## config.mk

```make
export PLATFORM = sky130hd
export DESIGN_NAME = rcpl_top
export DESIGN_NICKNAME = d
export VERILOG_FILES = /design/src/pkg/rcpl_pkg.sv /design/src/hw/rcpl_top.sv
export SDC_FILE = /design/constraint.sdc
export NUM_CORES = 1
export LEC_CHECK = 0
export BUFFER_PORTS_ARGS = -buffer_cell sky130_fd_sc_hd__buf_2
export CAP_MARGIN = 20
export CORE_ASPECT_RATIO = 1.4
export CORE_MARGIN = 10
export CORE_UTILIZATION = 40
export CTS_CLUSTER_SIZE = 8
export DETAILED_ROUTE_END_ITERATION = 16
export REMOVE_ABC_BUFFERS = 1
export SETUP_SLACK_MARGIN = 0.3
export SYNTH_ARGS = -nofsm -noshare
export SYNTH_HDL_FRONTEND = slang
export SYNTH_SLANG_ARGS = --single-unit
```

## constraint.sdc

```tcl
create_clock -name core_clk -period 2.7 [get_ports core_clk]
set_clock_uncertainty 0.15 [all_clocks]
set_input_delay 0.135 -clock core_clk [delete_from_list [all_inputs] [get_ports core_clk]]
set_output_delay 0.135 -clock core_clk [all_outputs]
set_load 0.01 [all_outputs]
```

## src/pkg/rcpl_pkg.sv

```systemverilog
// Constants and types shared by the reset, configuration and lock block
`default_nettype none
package rcpl_pkg;
  localparam int unsigned CFG_W          = 8;
  localparam int unsigned SETUP_CYCLES   = 20;
  localparam logic [4:0]  SETUP_LAST     = 5'h13;
  localparam int unsigned LOCK_MAX_CYC   = 50000;
  localparam int unsigned LOCK_DIV       = 50;
  localparam int unsigned UNLOCK_DIV     = 25;
  localparam logic [15:0] LP_DIV_MAX     = 16'h8000;
  localparam logic [15:0] LP_DIV_MIN     = 16'h0001;
  localparam logic        RST_OUT_RST    = 1'b0;
  localparam logic [7:0]  CFG_RST        = 8'h00;

  typedef struct packed {
    logic        valid;
    logic [15:0] count;
  } rcpl_meas_t;

  typedef enum logic [1:0] {
    ST_HOLD,
    ST_SETUP,
    ST_RUN
  } rcpl_state_t;
endpackage : rcpl_pkg
`default_nettype wire

```

## src/hw/rcpl_top.sv

```systemverilog
// Reset sequencer with configuration capture, lock detection and low-power divider
// Summary of operation
// The outside party drives valid override levels at least 20 reference cycles before reset output release.
// The outside party holds the override levels stable until reset output has been released.
// The outside party releases the override lines within one reference cycle after reset output release.
// The reset input and override lines pass through two-stage synchronisers before use.
// In the low-power stop state an asserted reset input resets the sequencer at once, bypassing the synchronisers.
// The outside party holds reset asserted at least 100 ns when it asserts it during stop.
// Lock is expected within 50000 reference cycles, and a sticky timeout flag shows when it is missed.
// The PLL is judged locked when the measured count lies within two percent of the target.
// Lock is dropped when the measured count departs by more than four percent from the target.
// The outside configuration keeps the PLL system clock at 150 MHz or more when the PLL is enabled.
// The low-power divider supports ratios up to 32768 of the input clock.
// Reset output stays asserted until reset input is released and lock is reported, then the release sequence runs.
`default_nettype none
module rcpl_top
  import rcpl_pkg::*;
#(
  parameter int unsigned LockCycles = LOCK_MAX_CYC
) (
  input  wire logic             core_clk,
  input  wire logic             nrst,
  input  wire logic             extResetN,
  input  wire logic             stopMode,
  input  wire logic [CFG_W-1:0] cfgOverrideIn,
  input  wire rcpl_meas_t       pllMeas,
  input  wire logic [15:0]      pllTarget,
  input  wire logic [15:0]      lpDivRatio,
  output logic                  resetOutputN,
  output logic [CFG_W-1:0]      cfgLatched,
  output logic                  cfgPinsFree,
  output logic                  pllLocked,
  output logic                  lockTimeout,
  output logic                  lpClkEn
);

  logic [1:0]       rstSync;
  logic [CFG_W-1:0] cfgSync1;
  logic [CFG_W-1:0] cfgSync2;
  rcpl_state_t      state;
  rcpl_state_t      next_state;
  logic [4:0]       setupCnt;
  logic [15:0]      waitCnt;
  logic [15:0]      divCnt;

  // Stop-state bypass of the reset synchroniser
  wire stopRst  = stopMode & ~extResetN;
  wire seqArstN = nrst & ~stopRst;

  // Two-stage synchronisers
  always_ff @(posedge core_clk or negedge nrst) begin
    if (!nrst) begin
      rstSync  <= 2'h0;
      cfgSync1 <= CFG_RST;
      cfgSync2 <= CFG_RST;
    end else begin
      rstSync  <= {rstSync[0], extResetN};
      cfgSync1 <= cfgOverrideIn;
      cfgSync2 <= cfgSync1;
    end
  end

  wire rstReleased = rstSync[1];

  // Lock window arithmetic
  wire        measHigh    = pllMeas.count >= pllTarget;
  wire [15:0] measDiff    = measHigh ? (pllMeas.count - pllTarget) : (pllTarget - pllMeas.count);
  wire [22:0] diffLock    = 23'(measDiff) * 23'(LOCK_DIV);
  wire [22:0] diffUnlock  = 23'(measDiff) * 23'(UNLOCK_DIV);
  wire        inLockWin   = diffLock <= 23'(pllTarget);
  wire        outUnlockWin = diffUnlock > 23'(pllTarget);
  wire        next_locked = pllMeas.valid ? (pllLocked ? ~outUnlockWin : inLockWin) : pllLocked;

  // Lock wait watchdog
  wire        waitDone  = waitCnt == 16'(LockCycles - 1);
  wire [15:0] next_wait = (pllLocked || waitDone) ? waitCnt : waitCnt + 16'h1;

  always_ff @(posedge core_clk or negedge nrst) begin
    if (!nrst) begin
      pllLocked   <= 1'b0;
      waitCnt     <= 16'h0;
      lockTimeout <= 1'b0;
    end else begin
      pllLocked   <= next_locked;
      waitCnt     <= next_wait;
      lockTimeout <= lockTimeout | (waitDone & ~pllLocked);
    end
  end

  // Low-power divider, ratio clamped to 1..32768
  wire [15:0] effRatio = (lpDivRatio == 16'h0) ? LP_DIV_MIN :
                         (lpDivRatio > LP_DIV_MAX) ? LP_DIV_MAX : lpDivRatio;
  wire        divWrap  = divCnt >= effRatio - 16'h1;
  wire [15:0] next_div = divWrap ? 16'h0 : divCnt + 16'h1;

  always_ff @(posedge core_clk or negedge nrst) begin
    if (!nrst) begin
      divCnt  <= 16'h0;
      lpClkEn <= 1'b0;
    end else begin
      divCnt  <= next_div;
      lpClkEn <= divWrap;
    end
  end

  // Release sequencer
  wire setupDone = setupCnt == SETUP_LAST;

  always_comb begin
    next_state = state;
    case (state)
      ST_HOLD: begin
        if (rstReleased && pllLocked) begin
          next_state = ST_SETUP;
        end
      end
      ST_SETUP: begin
        if (!rstReleased || !pllLocked) begin
          next_state = ST_HOLD;
        end else if (setupDone) begin
          next_state = ST_RUN;
        end
      end
      ST_RUN: begin
        if (!rstReleased) begin
          next_state = ST_HOLD;
        end
      end
      default: begin
        next_state = ST_HOLD;
      end
    endcase
  end

  wire [4:0] next_setup = (state == ST_SETUP) ? setupCnt + 5'h1 : 5'h0;
  wire       captureNow = (state == ST_SETUP) && (next_state == ST_RUN);

  always_ff @(posedge core_clk or negedge seqArstN) begin
    if (!seqArstN) begin
      state        <= ST_HOLD;
      setupCnt     <= 5'h0;
      resetOutputN <= RST_OUT_RST;
      cfgLatched   <= CFG_RST;
      cfgPinsFree  <= 1'b0;
    end else begin
      state        <= next_state;
      setupCnt     <= next_setup;
      resetOutputN <= next_state == ST_RUN;
      cfgLatched   <= captureNow ? cfgSync2 : cfgLatched;
      cfgPinsFree  <= resetOutputN;
    end
  end
endmodule : rcpl_top
`default_nettype wire

```

# After elaboration in Yosys (flattened, before gate mapping)
# Index checks and enable logic that the tools add are counted.
# W data, S select, Z words.
# totals
register_bits	70
input_bits	61
output_inout_bits	13
wordCells	58
# classes
n_addsub	6
n_mul	2
magnitude_cmp	5
n_eq_ne	5
n_mux	11
n_bitwise	8
n_reduce_logical	8
# op_table
op	count
$mux W16	4
$mul A16 B5 Y21 const B	2
$add A16 B1 Y16 const B	2
$ge A16 B16 Y1	2
$sub A16 B16 Y16	2
$le A22 B16 Y1	1
$gt A21 B16 Y1	1
$eq A16 B16 Y1 const B	1
$gt A16 B16 Y1 const B	1
$logic_not A16 Y1	1
$sub A16 B1 Y16 const B	1
$mux W2	4
$pmux W2 S3	1
$add A5 B1 Y5 const B	1
$eq A5 B5 Y1 const B	1
$mux W5	1
$eq A2 B2 Y1 const B	2
$not A1 Y1	4
$and A1 B1 Y1	3
$eq A2 B1 Y1 const B	1
$logic_and A1 B1 Y1	2
$logic_not A1 Y1	2
$logic_not A2 Y1	1
$logic_or A1 B1 Y1	2
2 further kinds	2

# Depth between registers and ports, before layout
# Gate-level depths: netlist (run 1).
# depth
ltp_word	6
mapped_depth	32
depth_no_buf	31

# Least setup slack after synthesis (run 1)
# OpenSTA, ideal clock, no wires.
# synth_path
path_type	input to register
start	input pllMeas[0] (netlist name)
end	register pllLocked
setup_ns	0.065
t_arrival_ns	6.213
t_required_ns	2.485
setup_slack_ns	-3.728
stages	31
n_path_buf	1
cell_sequence	inv_1 ha_1 inv_1 fa_1 a211oi_2 o21ai_1 a221o_1 o21ai_4 buf_4 mux2i_1 xor2_1 ha_1 ha_1 inv_1 fa_1 inv_1 ha_1 nor2b_1 o31a_1 o21ai_0 nor2_1 o31ai_1 nor2_1 ha_1 nand4_1 or4_1 nor2_1 nor2_1 a31oi_1 o2111a_1 o221a_2
# synth_between
elab_chain_len	6
word_cells_on_any_way	10
cone_classes	add/sub (2); mul (2); order compare (3); mux (2); bitwise (1)
# synth_rtl
item	line	source
start: declaration	rcpl_top.sv:26	input wire rcpl_meas_t pllMeas,
$sub A16 B16 Y16 / $ge A16 B16 Y1 (equally long branches)	rcpl_top.sv:67, rcpl_top.sv:66	
$mux W16 (*)	rcpl_top.sv:67	wire [15:0] measDiff = measHigh ? (pllMeas.count - pllTarget) : (pllTarget - pllMeas.count);
$mul A16 B5 Y21	rcpl_top.sv:68, rcpl_top.sv:69	
$gt A21 B16 Y1	rcpl_top.sv:71	wire outUnlockWin = diffUnlock > 23'(pllTarget);
$not A1 Y1	rcpl_top.sv:72	wire next_locked = pllMeas.valid ? (pllLocked ? ~outUnlockWin : inLockWin) : pllLocked;
$mux W1 (*)	rcpl_top.sv:72	
end signal: assignment	rcpl_top.sv:84	pllLocked <= next_locked;
end: declaration	rcpl_top.sv:32	output logic pllLocked,
# Mark *: on every way between the ends. The rest lies on a longest branch, timed or not.
# A chain may end at the register's enable or synchronous reset.

# Worst setup path in the final report (run 1)
# Ends and elaborated chain as after synthesis.

==> flow_summary.json, run 1 <==
{
  "status": "complete, but fails checks",
  "violations": "negative setup slack",
  "crit_path_max_incr_delay_ns": 0.54,
  "route.detailed.drc": 0,
  "ctsHtreeMaxLevel": 3,
  "synth.avg_cell_area_sq_um": 8.778,
  "synth-edff-count": 0,
  "wire_per_inst_um": 14.85,
  "p_per_area_nw_per_um2": 1382,
  "yosysSeqAreaShare_pct": 23.84,
  "hold_viol": 0,
  "slew_headroom_pct": 59.57,
  "cts_buffer_depth": 2,
  "crit_fanout": 8,
  "gr-total-overflow": 0,
  "grt_pass1_wl_um": 35020,
  "rsz0062_at_grt": "yes",
  "dp_hpwl_um": 16430,
  "end_kind": "flop",
  "p_sw_mw": 6.441,
  "synth_ff_type": "dfrtp_1",
  "critPathBufInv": 10,
  "clock_latency_ns": 0.32,
  "drt_pass1_iterations": 4,
  "antenna_found_initial": 1,
  "cp.arrival_ns": 6.12,
  "tightest_slew_ns": 0.6008,
  "crit_cells": 34,
  "crit_path_frequent_cell": "ha_4",
  "intPower_mw": 8.581,
  "max_freq_mhz": 166.3,
  "hp-class": "in -> async",
  "cts.sinks": 70,
  "synthArstFlopShare_pct": 100.0,
  "critPathKind": "in -> reg",
  "synth-seq-cells": 70,
  "die-area_sq_um": 24270,
  "die_h_um": 180.4,
  "utilization_pct": 60.39,
  "gp_congestion": 0.8609,
  "p_clk_share_pct": 9.0,
  "area_growth_syn_to_layout_pct": 47.92,
  "fin_ws_ns": -3.312,
  "worstRegToRegCells": 10,
  "ios": 74,
  "cp.required_ns": 2.81,
  "min_period_ns": 6.012,
  "drive_gt1_share_pct": 38.50,
  "rows": 58,
  "cp-start-kind": "input pin",
  "cts_tree": "built",
  "syn-instance-count": 837,
  "netlist-cell-type-count": 72,
  "drt-total-wl_um": 20820,
  "critical-path-top-delay-family": "adder cells",
  "setup_viol": 18,
  "die_w_um": 134.5,
  "peakVddDrop_v": 0.001116,
  "final.setup.tns_ns": -10.67,
  "grt_use_total_pct": 17.22,
  "p_comb_share_pct": 82.6,
  "ant_nets": 0,
  "initial_core_util_pct": 40.82,
  "io_buffers": 73,
  "finalCritPeriodShare_pct": 222.7,
  "syn_area_sq_um": 7347,
  "yosysWarningCount": 0,
  "drv_cap": 0,
  "grt_pass1_vias": 7648,
  "drt_iter0_markers": 248,
  "cts-root-buf": "clkbuf_16",
  "crit_slowest_cell": "or4_1",
  "path_clk_slew_ns": 0.06,
  "swShare_pct": 42.87,
  "cts_buffers": 9,
  "routed_via_density": 5.068,
  "final_nets": 1364,
  "leakage_nw": 5.554,
  "grt_max_degree": 34,
  "maxSlewViolCount": 0,
  "num_vias": 7106,
  "power_frac_seq_pct": 8.4,
  "core_sq_um": 18000
}
cells in the final DEF (no fill, tap or decap), drive strengths merged, types with 13 or more instances in the layout:
cell type,instances
nand2,64
nand4,15
a21o,24
nor3,16
o21ai,31
xnor2,42
dlygate4sd3,13
dfrtp,70
inv,89
ha,134
xor2,26
nor2,58
fa,13
a21oi,64
nand3,30
buf,313
worst paths after layout:
kind                                  start            to  slack (ns)
worst max-delay path             pllMeas[0]     pllLocked       -3.31
worst min-delay path                   nrst   cfgSync2[4]        0.19
worst max register to register    divCnt[0]     divCnt[0]        0.36
worst min register to register  cfgSync1[2]   cfgSync2[2]        0.19
max in group asynchronous              nrst  resetOutputN        0.87
min in group core_clk           cfgSync1[2]   cfgSync2[2]        0.19
state kept, by name, summed over array words and instances, names as in the netlist, 2 cells and up:
name and flops:
cfgLatched 8, cfgSync1 8, cfgSync2 8, divCnt 16, rstSync 2, setupCnt 5
state 2, waitCnt 16
timing repair:
action	in CTS	in global routing
pin swaps	73	55
endpoints found under the setup margin	18	19
setup buffers	31	5
hold buffers	13	0
gates cloned	1	2
endpoints found under the hold margin	47	0
resized for setup	93	49
synth_stat cells, types with 7 or more instances:
library cell,number,share of area (%)
a21oi_1,62,4.2
fa_1,13,3.5
and3_1,7,0.60
xnor2_1,42,5.0
nor2_1,58,3.0
xor2_1,25,3.0
inv_1,88,4.5
nand2_1,63,3.2
a31oi_1,7,0.60
clkbuf_1,13,0.66
nor3_1,16,1.1
nand4_1,15,1.3
mux2_2,10,1.5
o21a_1,9,0.92
dfrtp_1,70,24
nand2b_1,10,0.85
ha_1,134,23
o21ai_0,25,1.7
a21o_1,24,2.5
nor2b_1,7,0.60
nand3_1,30,2.0
per-layer routing:
metal	track usage [%]	vias to the layer above	wire, um
met4	7.071	0	857
met2	33.22	123	11500
met5	0	-	0
met3	2.148	52	437
li1	-	3598	-
met1	17.98	3333	8019
power by group through the flow:
stage	clock network [mW]	registers, mW	logic (mW)
after floorplan	0	1.25	6.16
after CTS	1.38	1.26	11.6
after detailed placement	0	1.27	10.1
final	1.35	1.26	12.4
after global routing	1.43	1.28	13.8
after global placement	0	1.27	9.95
per-stage QoR:
| stage | std cells | power [mW] | cell area, sq um | hold WS [ns] | setup slack (ns) |
|---|---|---|---|---|---|
| after global routing | 1402 | 16.49 | 10870 | 0.2024 | -3.592 |
| after floorplan | 819 | 7.409 | 7258 | -0.3106 | -3.882 |
| after detailed placement | 1333 | 11.34 | 9445 | -0.02012 | -4.208 |
| after global placement | 1333 | 11.22 | 9445 | -0.02093 | -3.979 |
| after CTS | 1394 | 14.25 | 10590 | 0.1699 | -3.431 |
| final | 1402 | 15.02 | 10870 | 0.1896 | -3.312 |
logic make-up (layout without fill, tap and decap cells):
kind of cell	Yosys count	in the layout	synth area share, %
flip-flops	70	70	23.84
XOR/XNOR	68	68	8.208
buffers and inverters	107	431	5.756
multiplexers	17	17	2.503
adder cells (fa/ha/maj)	147	147	26.36
other	1	2	0.05104
AND/OR/NAND/NOR	234	234	15.72
AO/OA/AOI/OAI	193	193	17.56
area by class of cell:
| type | count | area (sq um) |
|---|---|---|
| antenna | 1 | 2.502 |
| clock buffer | 11 | 242.7 |
| clock inverter | 5 | 106.4 |
| fill | 1624 | 7129 |
| inverter | 89 | 336.6 |
| multi-input combinational | 660 | 5758 |
| sequential | 70 | 1752 |
| tap | 240 | 300.3 |
| timing repair buffer | 326 | 2370 |
Note: power is estimated with default switching activity, not from simulation.
==> inputs of run 2 (changes only) <==
==> constraint.sdc (replaced) <==
create_clock -name core_clk -period 2.7 [get_ports core_clk]
set_clock_uncertainty 0.15 [all_clocks]
set_input_delay 0.54 -clock core_clk [delete_from_list [all_inputs] [get_ports core_clk]]
set_output_delay 0.54 -clock core_clk [all_outputs]
set_load 0.01 [all_outputs]
==> run 2 against run 1 <==
The flow still finishes with violations (negative setup slack); worst setup slack got worse by 0.64 ns; critical path depth decreased by 2; combinational power decreased by 4%; global-route usage decreased by 0.80 points; clock-buffer cell count decreased by 2.
==> flow_summary.json, run 2 (synthesis gave the netlist of run 1 again) <==
{
  "tightest_slew_ns": 0.6056,
  "min_period_ns": 6.655,
  "critical-path-top-delay-family": "compound AO/OA/AOI/OAI gates",
  "finalCritPeriodShare_pct": 246.5,
  "rsz0062_at_grt": "yes",
  "finalInstanceArea_sq_um": 10640,
  "most-common-layout-cells": "223 x buf_4, 116 x ha_1, 82 x inv_1, 70 x dfrtp_1, 69 x buf_2",
  "grt_use_total_pct": 16.42,
  "grt_pass1_wl_um": 33490,
  "route.detailed.drc": 0,
  "path_clk_slew_ns": 0.06,
  "routed_via_density": 5.054,
  "cts-root-buf": "clkbuf_16",
  "cts_tree": "built",
  "dpl-instance-area_sq_um": 9460,
  "setup_viol": 18,
  "utilization_pct": 59.11,
  "final_nets": 1344,
  "ios": 74,
  "core_sq_um": 18000,
  "grt_pass1_vias": 7221,
  "violations": "negative setup slack",
  "fill_cells": 1659,
  "post-place-ws_ns": -4.581,
  "seqCellArea_sq_um": 1752,
  "fin_ws_ns": -3.955,
  "n_antenna_cell": 0,
  "crit_fanout": 7,
  "drt-total-wl_um": 20190,
  "cp.arrival_ns": 6.76,
  "io_buffers": 73,
  "dp_hpwl_um": 16310,
  "cts_buffer_depth": 2,
  "die_h_um": 180.4,
  "num_vias": 6979,
  "initial_core_util_pct": 40.82,
  "drv_cap": 0,
  "drt_iter0_markers": 225,
  "critPathKind": "in -> reg",
  "critPathBufInv": 7,
  "grt_max_degree": 42,
  "drive_gt1_share_pct": 38.39,
  "antenna_found_initial": 0,
  "area_growth_syn_to_layout_pct": 44.81,
  "max_freq_mhz": 150.3,
  "crit_slowest_cell": "or4_1",
  "final_common_cell": "buf_4",
  "wire_per_inst_um": 14.62,
  "leakage_nw": 5.428,
  "cts.sinks": 70,
  "holdWs_ns": 0.1707,
  "die_w_um": 134.5,
  "rows": 58,
  "end_kind": "flop",
  "p_per_area_nw_per_um2": 1356,
  "gp_congestion": 0.8732,
  "drt_pass1_iterations": 4,
  "slew_headroom_pct": 59.26,
  "crit_path_max_incr_delay_ns": 0.51,
  "ctsHtreeMaxLevel": 3,
  "clock_latency_ns": 0.32,
  "cts_buffers": 9,
  "ant_nets": 0,
  "biggestRegsByFlops": "divCnt x16, waitCnt x16",
  "p_total_mw": 14.43,
  "maxSlewViolCount": 0,
  "multi_input_area_sq_um": 5736,
  "gr-total-overflow": 0,
  "cp.required_ns": 2.81,
  "cp-start-kind": "input pin",
  "peakVddDrop_v": 0.0009481,
  "hp-class": "in -> reg",
  "die-area_sq_um": 24270,
  "hold_viol": 0,
  "status": "complete, but fails checks"
}
## run 2: worst reg2reg max path: cells and delay by family (launching register included)
| kind | cells | cell delay (ns) |
|---|---|---|
| compound gates | 6 | 0.94 |
| fa+ha+maj | 1 | 0.28 |
| simple gates | 1 | 0.14 |
| flops | 1 | 0.37 |
| buf+inv | 2 | 0.25 |
## run 2: area by class of cell
type / count / share of cell area [%]
Tap cell: 240 / 2.823
Sequential cell: 70 / 16.46
Clock inverter: 7 / 0.9173
Multi-Input combinational cell: 660 / 53.91
Clock buffer: 9 / 2.117
Timing Repair Buffer: 306 / 20.60
Inverter: 89 / 3.164
## run 2: worst paths after layout
kind	from	endpoint	slack [ns]	cells past startpoint
max	pllMeas[0]	pllLocked	-3.95	32
min	cfgOverrideIn[4]	cfgSync1[4]	0.17	1
max in group asynchronous	nrst	waitCnt[2]	1.08	3
min reg2reg	cfgSync1[3]	cfgSync2[3]	0.20	0
min in group asynchronous	stopMode	cfgLatched[4]	0.19	3
max reg2reg	divCnt[0]	divCnt[8]	0.50	10
## run 2: metrics by stage
step,setup TNS [ns],instances
5_1_grt,-20.51,1381
2_1_floorplan,-27.49,819
4_1_cts,-16.46,1375
3_5_place_dp,-29.62,1335
6_report,-17.92,1381
3_3_place_gp,-28.77,1335
## run 2: timing repair
item	CTS	global route
pin swaps	48	55
hold buffers	1	0
buffers inserted	22	6
endpoints found under the setup margin	18	20
cloned	1	0
gates resized for setup	76	58
endpoints found under the hold margin	12	0
## run 2: metal layers
layer / share of wire [%] / global-route usage (%)
met1: 40 / 17.77
met2: 56 / 31.82
met3: 1.7 / 1.786
met4: 3.1 / 5.194
met5: 0 / 0
## run 2: power breakdown
group          internal (mW)  switching, mW
sequential              1.15          0.107
clock                  0.811          0.443
combinational           6.21           5.70
total                   8.17           6.25
